===== config.mk =====
export PLATFORM = sky130hd
export DESIGN_NAME = tmr_target_flat
export DESIGN_NICKNAME = d
export VERILOG_FILES = /design/src/rtl/tmr_pkg.sv /design/src/rtl/tmr_link_if.sv /design/src/rtl/tmr_target.sv /design/src/rtl/tmr_rsp_builder.sv /design/src/flat_wrapper.sv
export VERILOG_INCLUDE_DIRS = /design/src /design/src/rtl
export SDC_FILE = /design/constraint.sdc
export NUM_CORES = 1
export LEC_CHECK = 0
export BUFFER_PORTS_ARGS = -buffer_cell sky130_fd_sc_hd__buf_2
export CORE_AREA = 5 5 194 121
export CTS_CLUSTER_SIZE = 14
export DETAILED_ROUTE_END_ITERATION = 12
export DIE_AREA = 0 0 199 126
export PLACE_DENSITY = 0.69
export SLEW_MARGIN = 20
export SYNTH_ARGS = -nofsm -noshare
export SYNTH_HDL_FRONTEND = slang
export SYNTH_SLANG_ARGS = --single-unit

===== constraint.sdc =====
create_clock -name i_mclk -period 2.6 [get_ports i_mclk]
set_clock_uncertainty 0.2 [all_clocks]
set_input_delay 0.13 -clock i_mclk [delete_from_list [all_inputs] [get_ports i_mclk]]
set_output_delay 0.13 -clock i_mclk [all_outputs]
set_load 0.005 [all_outputs]

===== src/rtl/tmr_regs.svh =====
// tmr_regs.svh: message codes, byte positions, return codes and frame lengths
// assumes message bytes arrive one at a time with a first-byte marker
// Contract
// - target reset aborts all, clears allegiance, reservations
// - resets restore saved modes, else defaults
// - resets leave tables, alerts, other protocols alone
// - initiator resets over every logical path used
// - initiator stops outbound data before reset
// - flush requested data before aborting tasks
// - status before response only, none after
// - reset sets unit attention for all initiators
// - target reset always answered with success
// - initiator drops aborted commands on response
// - target reset payload 83h 33h tag path
// - response sent on return path, tag pairs
// - clear allegiance only requester and named unit
// - clear allegiance payload 83h 34h tag path unit
// - bad unit answers invalid field, no action
// - clear allegiance returns success, none, or invalid
// - unit reset limited to named unit
// - unit reset payload 83h 35h tag path unit
// - response 83h 03h tag return code
// - return codes 00h 01h 04h 20h FFh
// - command answered only when fields invalid; the target answers every decoded request and drops malformed frames
`ifndef TMR_REGS_SVH
`define TMR_REGS_SVH
`define TMR_MSG_CODE      8'h83
`define TMR_PC_TGT_RESET  8'h33
`define TMR_PC_CLR_ACA    8'h34
`define TMR_PC_LU_RESET   8'h35
`define TMR_PC_RESPONSE   8'h03
`define TMR_RC_SUCCESS    8'h00
`define TMR_RC_NOT_FOUND  8'h01
`define TMR_RC_OVERLAP    8'h04
`define TMR_RC_NO_ACA     8'h20
`define TMR_RC_INVALID    8'hff
`define TMR_REQ_LEN_TGT   4'h8
`define TMR_REQ_LEN_LU    4'h9
`define TMR_RSP_LEN       4'h5
`define TMR_BYTE_CODE     4'h0
`define TMR_BYTE_PC       4'h1
`define TMR_BYTE_TAG_HI   4'h2
`define TMR_BYTE_TAG_LO   4'h3
`define TMR_BYTE_PATH0    4'h4
`define TMR_BYTE_PATH1    4'h5
`define TMR_BYTE_PATH2    4'h6
`define TMR_BYTE_PATH3    4'h7
`define TMR_BYTE_LUN      4'h8
`define TMR_BYTE_RC       4'h4
`endif


===== src/rtl/tmr_pkg.sv =====
// tmr_pkg.sv: shared types for the task management responder
// assumes tmr_regs.svh supplies the numeric codes
package tmr_pkg;
  typedef enum logic [1:0] {
    tmr_req_none,
    tmr_req_tgt_reset,
    tmr_req_clr_aca,
    tmr_req_lu_reset
  } tmr_req_type;
endpackage : tmr_pkg


===== src/rtl/tmr_link_if.sv =====
// tmr_link_if.sv: byte link between initiator and target ends
// assumes one clock; a byte moves when valid and ready are both high
`timescale 1ns/1ns
`default_nettype none
interface tmr_link_if;
  logic        req_valid;
  logic        req_ready;
  logic [7:0]  req_data;
  logic        req_first;
  logic        rsp_valid;
  logic        rsp_ready;
  logic [7:0]  rsp_data;
  logic        rsp_first;
  logic [31:0] rsp_path;
  modport target (input req_valid, req_data, req_first, rsp_ready,
                  output req_ready, rsp_valid, rsp_data, rsp_first, rsp_path);
  modport initiator (output req_valid, req_data, req_first, rsp_ready,
                     input req_ready, rsp_valid, rsp_data, rsp_first, rsp_path);
endinterface : tmr_link_if
`default_nettype wire


===== src/rtl/tmr_target.sv =====
// tmr_target.sv: target end, decodes reset and clear allegiance requests
// assumes the task engine reports outstanding data requests and completions
`timescale 1ns/1ns
`default_nettype none
`include "tmr_regs.svh"
module tmr_target #(
  parameter int LUNS  = 8,
  parameter int INITS = 4
) (
  input  wire logic             i_mclk,
  input  wire logic             i_nrst,
  tmr_link_if.target            link,
  input  wire logic [7:0]       i_init_id,
  input  wire logic [LUNS-1:0]  i_lun_present,
  input  wire logic [LUNS-1:0]  i_aca_set,
  input  wire logic [LUNS-1:0]  i_data_pending,
  input  wire logic             i_status_busy,
  output logic [LUNS-1:0]       o_abort_lun,
  output logic [LUNS-1:0]       o_release_lun,
  output logic [LUNS-1:0]       o_mode_restore,
  output logic [LUNS-1:0]       o_flush_lun,
  output logic                  o_status_block,
  output logic [INITS*LUNS-1:0] o_aca,
  output logic [INITS-1:0]      o_unit_attention
);
  // elaboration check; unit and requester numbers are byte wide, and the unit
  // slice below needs a spare bit inside that byte
  if (LUNS < 1 || LUNS > 128 || INITS < 1 || INITS > 128) begin : g_size_check
    $error("tmr_target: LUNS and INITS must be 1..128");
  end

  typedef enum logic [2:0] {st_rx, st_flush, st_act, st_send, st_wait} tmr_state_type;
  tmr_state_type state;
  tmr_state_type next_state;

  logic [3:0]           cnt;
  logic                 bad;
  logic [7:0]           pcode;
  logic [15:0]          tag;
  logic [31:0]          path;
  logic [7:0]           lun;
  tmr_pkg::tmr_req_type kind;
  logic [7:0]           rcode;
  logic [LUNS-1:0]      scope;
  logic                 rx_done;
  logic                 lun_ok;
  logic                 b_busy;
  logic [INITS-1:0]     init_sel;

  // a target reset has no unit byte, so its frame is one byte shorter
  function automatic logic [3:0] req_len(input logic [7:0] pc);
    req_len = (pc == `TMR_PC_TGT_RESET) ? `TMR_REQ_LEN_TGT : `TMR_REQ_LEN_LU;
  endfunction : req_len

  // requests are stalled while one is being handled; no overlap possible
  assign link.req_ready = (state == st_rx);
  assign rx_done = link.req_valid && link.req_ready && cnt == req_len(pcode) - 4'h1
                   && cnt != 4'h0 && !(link.req_first && cnt != 4'h0);
  assign lun_ok  = (lun < 8'(LUNS)) && i_lun_present[lun[$clog2(LUNS+1)-1:0] % LUNS];
  assign init_sel = INITS'(1) << (i_init_id % 8'(INITS));

  // byte collection; a first marker restarts the frame
  always_ff @(posedge i_mclk or negedge i_nrst) begin
    if (!i_nrst) begin
      cnt   <= 4'h0;
      bad   <= 1'b0;
      pcode <= 8'h00;
      tag   <= 16'h0000;
      path  <= 32'h00000000;
      lun   <= 8'h00;
    end else if (link.req_valid && link.req_ready) begin
      if (link.req_first) begin
        cnt <= 4'h1;
        bad <= (link.req_data != `TMR_MSG_CODE);
      end else begin
        cnt <= rx_done ? 4'h0 : cnt + 4'h1;
        case (cnt)
          `TMR_BYTE_PC:     pcode <= link.req_data;
          `TMR_BYTE_TAG_HI: tag[15:8] <= link.req_data;
          `TMR_BYTE_TAG_LO: tag[7:0]  <= link.req_data;
          `TMR_BYTE_LUN:    lun <= link.req_data;
          default: if (cnt >= `TMR_BYTE_PATH0 && cnt <= `TMR_BYTE_PATH3)
                     path <= {path[23:0], link.req_data};
        endcase
      end
    end
  end

  // decode once the frame is complete
  always_ff @(posedge i_mclk or negedge i_nrst) begin
    if (!i_nrst) begin
      kind <= tmr_pkg::tmr_req_none;
    end else if (rx_done) begin
      case (pcode)
        `TMR_PC_TGT_RESET: kind <= bad ? tmr_pkg::tmr_req_none : tmr_pkg::tmr_req_tgt_reset;
        `TMR_PC_CLR_ACA:   kind <= bad ? tmr_pkg::tmr_req_none : tmr_pkg::tmr_req_clr_aca;
        `TMR_PC_LU_RESET:  kind <= bad ? tmr_pkg::tmr_req_none : tmr_pkg::tmr_req_lu_reset;
        default:           kind <= tmr_pkg::tmr_req_none;
      endcase
    end
  end

  // target reset touches every unit, the others just the named one
  always_comb begin
    scope = '0;
    if (kind == tmr_pkg::tmr_req_tgt_reset)
      scope = '1;
    else if (lun_ok)
      scope[lun[$clog2(LUNS+1)-1:0] % LUNS] = 1'b1;
  end

  // gather, wait out data and status, act, answer; malformed or other frames are dropped
  always_comb begin
    next_state = state;
    case (state)
      st_rx:    if (rx_done) next_state = st_flush;
      st_flush: begin
        if (kind == tmr_pkg::tmr_req_none) next_state = st_rx;
        else if (kind != tmr_pkg::tmr_req_tgt_reset && !lun_ok) next_state = st_send;
        else if (kind == tmr_pkg::tmr_req_clr_aca) next_state = st_act;
        else if ((i_data_pending & scope) == '0 && !i_status_busy)
          next_state = st_act;
      end
      st_act:   next_state = st_send;
      st_send:  if (!b_busy) next_state = st_wait;
      st_wait:  if (!b_busy) next_state = st_rx;
      default:  next_state = st_rx;
    endcase
  end

  // state register
  always_ff @(posedge i_mclk or negedge i_nrst) begin
    if (!i_nrst) state <= st_rx;
    else         state <= next_state;
  end

  // flush requests while waiting; status is held off from the action to the end of the response, except on clear allegiance
  always_ff @(posedge i_mclk or negedge i_nrst) begin
    if (!i_nrst) begin
      o_flush_lun    <= '0;
      o_status_block <= 1'b0;
    end else begin
      o_flush_lun    <= (state == st_flush && kind != tmr_pkg::tmr_req_clr_aca)
                        ? scope : '0;
      o_status_block <= (next_state == st_act || next_state == st_send
                         || next_state == st_wait) && kind != tmr_pkg::tmr_req_clr_aca;
    end
  end

  // one-cycle action pulses; init tables and alerts have no port here
  always_ff @(posedge i_mclk or negedge i_nrst) begin
    if (!i_nrst) begin
      o_abort_lun    <= '0;
      o_release_lun  <= '0;
      o_mode_restore <= '0;
    end else begin
      o_abort_lun    <= '0;
      o_release_lun  <= '0;
      o_mode_restore <= '0;
      if (state == st_act && kind != tmr_pkg::tmr_req_clr_aca) begin
        o_abort_lun    <= scope;
        o_release_lun  <= scope;
        o_mode_restore <= scope;
      end
    end
  end

  // allegiance table, set wins over clear; unit attention set for all on reset
  always_ff @(posedge i_mclk or negedge i_nrst) begin
    if (!i_nrst) begin
      o_aca            <= '0;
      o_unit_attention <= '0;
      rcode            <= `TMR_RC_SUCCESS;
    end else begin
      if (state == st_flush)
        rcode <= (kind == tmr_pkg::tmr_req_tgt_reset) ? `TMR_RC_SUCCESS
               : !lun_ok ? `TMR_RC_INVALID
               : (kind == tmr_pkg::tmr_req_clr_aca && !o_aca[(i_init_id % 8'(INITS))*LUNS
                  + (lun % 8'(LUNS))]) ? `TMR_RC_NO_ACA : `TMR_RC_SUCCESS;
      for (int i = 0; i < INITS; i++) begin
        for (int l = 0; l < LUNS; l++) begin
          if (state == st_act && kind != tmr_pkg::tmr_req_clr_aca && scope[l])
            o_aca[i*LUNS+l] <= 1'b0;
          if (state == st_act && kind == tmr_pkg::tmr_req_clr_aca && init_sel[i] && scope[l])
            o_aca[i*LUNS+l] <= 1'b0;
          if (i_aca_set[l] && init_sel[i])
            o_aca[i*LUNS+l] <= 1'b1;
        end
      end
      if (state == st_act && kind != tmr_pkg::tmr_req_clr_aca)
        o_unit_attention <= '1;
    end
  end

  tmr_rsp_builder u_rsp (
    .i_mclk  (i_mclk),
    .i_nrst  (i_nrst),
    .i_start (state == st_send),
    .i_tag   (tag),
    .i_code  (rcode),
    .i_path  (path),
    .i_ready (link.rsp_ready),
    .o_valid (link.rsp_valid),
    .o_data  (link.rsp_data),
    .o_first (link.rsp_first),
    .o_path  (link.rsp_path),
    .o_busy  (b_busy)
  );
endmodule : tmr_target
`default_nettype wire


===== src/rtl/tmr_rsp_builder.sv =====
// tmr_rsp_builder.sv: serialises one response message onto the link
// assumes the loader pulses i_start only while o_busy is low
`timescale 1ns/1ns
`default_nettype none
`include "tmr_regs.svh"
module tmr_rsp_builder (
  input  wire logic        i_mclk,
  input  wire logic        i_nrst,
  input  wire logic        i_start,
  input  wire logic [15:0] i_tag,
  input  wire logic [7:0]  i_code,
  input  wire logic [31:0] i_path,
  input  wire logic        i_ready,
  output logic             o_valid,
  output logic [7:0]       o_data,
  output logic             o_first,
  output logic [31:0]      o_path,
  output logic             o_busy
);
  logic [3:0]  idx;
  logic [15:0] tag;
  logic [7:0]  code;

  // byte picked by index, held in flip-flops below
  function automatic logic [7:0] rsp_byte(input logic [3:0] i,
                                          input logic [15:0] t,
                                          input logic [7:0] c);
    case (i)
      `TMR_BYTE_CODE:   rsp_byte = `TMR_MSG_CODE;
      `TMR_BYTE_PC:     rsp_byte = `TMR_PC_RESPONSE;
      `TMR_BYTE_TAG_HI: rsp_byte = t[15:8];
      `TMR_BYTE_TAG_LO: rsp_byte = t[7:0];
      default:          rsp_byte = c;
    endcase
  endfunction : rsp_byte

  // load on start, step one byte per accepted transfer
  always_ff @(posedge i_mclk or negedge i_nrst) begin
    if (!i_nrst) begin
      o_busy  <= 1'b0;
      o_valid <= 1'b0;
      idx     <= 4'h0;
      tag     <= 16'h0000;
      code    <= 8'h00;
      o_data  <= 8'h00;
      o_first <= 1'b0;
      o_path  <= 32'h00000000;
    end else if (i_start && !o_busy) begin
      o_busy  <= 1'b1;
      o_valid <= 1'b1;
      idx     <= 4'h1;
      tag     <= i_tag;
      code    <= i_code;
      o_path  <= i_path;
      o_first <= 1'b1;
      o_data  <= rsp_byte(`TMR_BYTE_CODE, i_tag, i_code);
    end else if (o_valid && i_ready) begin
      o_first <= 1'b0;
      if (idx == `TMR_RSP_LEN) begin
        o_valid <= 1'b0;
        o_busy  <= 1'b0;
      end else begin
        o_data <= rsp_byte(idx, tag, code);
        idx    <= idx + 4'h1;
      end
    end
  end
endmodule : tmr_rsp_builder
`default_nettype wire


===== src/flat_wrapper.sv =====
// flat-port wrapper written by rule: the top's interface ports become plain ports
module tmr_target_flat 
#(
  parameter int LUNS  = 8,
  parameter int INITS = 4
)
  (i_mclk, i_nrst, i_init_id, i_lun_present, i_aca_set, i_data_pending, i_status_busy, o_abort_lun, o_release_lun, o_mode_restore, o_flush_lun, o_status_block, o_aca, o_unit_attention, link_req_valid, link_req_data, link_req_first, link_rsp_ready, link_req_ready, link_rsp_valid, link_rsp_data, link_rsp_first, link_rsp_path);
  tmr_link_if link_i ();
  input  wire logic i_mclk;
  input  wire logic i_nrst;
  input  wire logic [7:0] i_init_id;
  input  wire logic [LUNS-1:0] i_lun_present;
  input  wire logic [LUNS-1:0] i_aca_set;
  input  wire logic [LUNS-1:0] i_data_pending;
  input  wire logic i_status_busy;
  output logic [LUNS-1:0] o_abort_lun;
  output logic [LUNS-1:0] o_release_lun;
  output logic [LUNS-1:0] o_mode_restore;
  output logic [LUNS-1:0] o_flush_lun;
  output logic o_status_block;
  output logic [INITS*LUNS-1:0] o_aca;
  output logic [INITS-1:0] o_unit_attention;
  input wire logic [$bits(link_i.req_valid)-1:0] link_req_valid;
  input wire logic [$bits(link_i.req_data)-1:0] link_req_data;
  input wire logic [$bits(link_i.req_first)-1:0] link_req_first;
  input wire logic [$bits(link_i.rsp_ready)-1:0] link_rsp_ready;
  output wire logic [$bits(link_i.req_ready)-1:0] link_req_ready;
  output wire logic [$bits(link_i.rsp_valid)-1:0] link_rsp_valid;
  output wire logic [$bits(link_i.rsp_data)-1:0] link_rsp_data;
  output wire logic [$bits(link_i.rsp_first)-1:0] link_rsp_first;
  output wire logic [$bits(link_i.rsp_path)-1:0] link_rsp_path;
  assign link_i.req_valid = link_req_valid;
  assign link_i.req_data = link_req_data;
  assign link_i.req_first = link_req_first;
  assign link_i.rsp_ready = link_rsp_ready;
  assign link_req_ready = link_i.req_ready;
  assign link_rsp_valid = link_i.rsp_valid;
  assign link_rsp_data = link_i.rsp_data;
  assign link_rsp_first = link_i.rsp_first;
  assign link_rsp_path = link_i.rsp_path;
  tmr_target #(.LUNS(LUNS), .INITS(INITS)) u_core (.i_mclk(i_mclk), .i_nrst(i_nrst), .link(link_i), .i_init_id(i_init_id), .i_lun_present(i_lun_present), .i_aca_set(i_aca_set), .i_data_pending(i_data_pending), .i_status_busy(i_status_busy), .o_abort_lun(o_abort_lun), .o_release_lun(o_release_lun), .o_mode_restore(o_mode_restore), .o_flush_lun(o_flush_lun), .o_status_block(o_status_block), .o_aca(o_aca), .o_unit_attention(o_unit_attention));
endmodule

==> flow_metrics.tcl <==
set metrics [dict create \
    status "completed" \
    synth_compound_area_share_pct 10.4 \
    finalSetupTns_ns 0 \
    syn-cell-area_um2 8460 \
    r2r_cells 5 \
    ctsResizeCount 0 \
    power_density_nw_per_um2 732 \
    ff2ff_setup_slack_ns 0.22 \
    antenna_left 0 \
    routabilityCongestion 0.871 \
    syn_avg_cell_area_um2 11.1 \
    die_h_um 126 \
    fillCellCount 2033 \
    areaGrowthSynthToFinish_pct 22.5 \
    synth_xor_area_share_pct 0.414 \
    synth_edf_count 0 \
    drt-wirelength-per-cell_um 18.0 \
    synth_cells 759 \
    slew_violations 0 \
    r2r-start "u_core.lun[1]$_DFFE_PN0P_" \
    clock.fmax_mhz 421 \
    synth.top_cell.area_share_pct 56.2 \
    hpwl_um 15800 \
    timing.rr.end "u_core.state[0]$_DFF_PN0_" \
    drc 0 \
    gr-usage-all-layers_pct 18.0 \
    routed_wl_um 22100 \
    place_inst 1171 \
    crit_path_end_kind "register" \
    initial_utilization_pct 39.3 \
    yosysTopAreaCell "dfrtp_1" \
    slew_headroom_pct 54.7 \
    synth_area_leaders "dfrtp_1 (56%), mux2_2 (9.3%), nand2_1 (8.9%), a22o_1 (3.6%), buf_4 (1.8%)" \
    cts_made_buffers 17 \
    yosysSeqAreaShare_pct 56.2 \
    hold_class "in -> async" \
    maxCapViolCount 0 \
    utilization_pct 48.1 \
    dieWidth_um 199 \
    yosysWarnings 0 \
    htree_levels 4 \
    diodes 0 \
    clk_path_buf_depth 2 \
    critPathRequiredTime_ns 2.71 \
    ys_types 63 \
    drtIter0Drc 397 \
    port_buffers 151 \
    period_share_pct 91.4 \
    clock-sinks 190 \
    row_count 42 \
    grt_max_degree 62 \
    layout.nets 981 \
    stdcell_count 1226 \
    antenna_found_initial 0 \
    crit_path_start_kind "register" \
    viasPerCell 5.12 \
    grt-ovfl-total 0 \
    cts_tree "yes" \
    cts-root-buf "clkbuf_16" \
    crit_type "reg -> reg" \
    final_hold_viol_count 0 \
    synth_common_cells "nand2_1 (201), dfrtp_1 (190), mux2_2 (70), a22o_1 (35), nor2_1 (30)" \
    crit_path_max_fanout 13 \
    ys_seq_elements 190 \
    ys.flop_type "dfrtp_1" \
    ir_drop_mv 0.512 \
    num_vias 6273 \
    clock_latency_ns 0.43 \
    num_io_pins 158 \
    synth_async_sr_flop_share_pct 100 \
    yosys.area_share.simple_pct 16.7 \
    synth_nets 813 \
    min_period_ns 2.38 \
    setup_viol 0 \
    synth.area.mux_share_pct 11.2 \
    worst_slew_pin_slew_ns 0.671 \
    core_um2 21500 \
    grt_pass1_wl_um 35600 \
    dr.pass1.iters 7 \
    yosysMostFrequentCell "nand2_1" \
    synth_fa_ha_area_share_pct 1.18 \
    leakagePower_nw 5.11 \
    synth_top_family_by_area "simple AND/OR/NAND/NOR gates" \
    arrival_ns 2.48 \
    drive_above_1_share_pct 32.2 \
    rsz0062_at_grt "no" \
    path_clk_slew_ns 0.07 \
    grt_pass1_vias 6263 \
    dieArea_um2 25100 \
]
[how the worst max path moves through the flow]
stage | slack (ns) | endpoint | startpoint
floorplan | 0.45 | u_core.path[1]$_DFFE_PN0P_ | u_core.state[2]$_DFF_PN0_
finish | 0.22 | u_core.state[0]$_DFF_PN0_ | u_core.lun[1]$_DFFE_PN0P_
global route | 0.15 | u_core.state[0]$_DFF_PN0_ | u_core.lun[1]$_DFFE_PN0P_
global placement | 0.33 | u_core.state[0]$_DFF_PN0_ | u_core.lun[1]$_DFFE_PN0P_
CTS | 0.26 | u_core.state[0]$_DFF_PN0_ | u_core.lun[1]$_DFFE_PN0P_
detailed placement | 0.27 | u_core.state[0]$_DFF_PN0_ | u_core.lun[1]$_DFFE_PN0P_
[critical path, cell delays in order (launching register included)]
cell,delay [ns]
dfrtp_1,0.65
mux2i_1,0.20
a221oi_4,0.46
o211ai_2,0.20
and2_0,0.20
a221o_1,0.33
[final cells by class]
cell class	instances	area, µm²	share of cell area [%]
sequential	190	4750	45.9
multi-input combinational	511	3390	32.7
inverter	7	26.3	0.254
clock inverter	9	109	1.05
clock buffer	23	488	4.71
timing repair buffer	200	1240	12.0
tap	286	358	3.45
[per-layer routing]
metal | track usage (%) | up-vias | wire length [µm]
met2 | 24.6 | 162 | 9370
met1 | 28.5 | 3122 | 11200
met5 | 0 | - | 0
met3 | 5.02 | 17 | 1320
li1 | - | 2972 | -
met4 | 3.62 | 0 | 188
[layout by cell type, fill, tap and decap left out, types with 7 or more instances in the layout]
master / synthesis / layout
dfrtp_1: 190 / 190
nor2_1: 30 / 29
dlygate4sd3_1: 0 / 23
nor2b_1: 11 / 11
o21ai_0: 17 / 17
a22o_1: 35 / 35
inv_1: 7 / 7
buf_2: 5 / 150
buf_4: 20 / 22
a21oi_1: 10 / 10
nand2_1: 201 / 201
clkbuf_16: 0 / 17
mux2_2: 70 / 70
a22oi_1: 8 / 8
ha_1: 8 / 8
nor3_1: 7 / 7
nand2b_1: 10 / 9
[logic make-up (layout without fill, tap and decap cells)]
family,after synthesis,in the layout
muxes,81,81
DFF,190,190
and+or+nand+nor,304,304
buffers and inverters,58,239
xor gates and xnor gates,4,4
AOI/OAI and AO/OA,114,114
adders and majority gates,8,8
[what timing repair did]
item,CTS,global route
endpoints found under the hold margin,271,0
setup buffers,0,0
hold buffers,23,0
[sequential cells by signal, indices dropped and copies added, names as in the netlist, 16 cells and up]
| name | count |
|---|---|
| u_core.o_aca | 32 |
| u_core.tag | 16 |
| u_core.u_rsp.tag | 16 |
| u_core.path | 32 |
| u_core.u_rsp.o_path | 32 |
[where the power goes]
group,switching (mW),internal [mW]
sequential,0.366,3.40
clock,1.12,1.52
combinational,0.564,0.617
total,2.05,5.54
[through the flow]
stage	hold WS (ns)	worst slack, ns	area (µm²)	power (mW)
global route	0.0559	0.145	10400	7.96
detailed placement	-0.0408	0.272	9540	4.97
CTS	0.0233	0.256	10400	7.64
finish	0.0429	0.224	10400	7.58
global placement	-0.0432	0.333	9540	4.91
floorplan	-0.366	0.451	8460	4.49
Power figures use the tool's default switching activity.
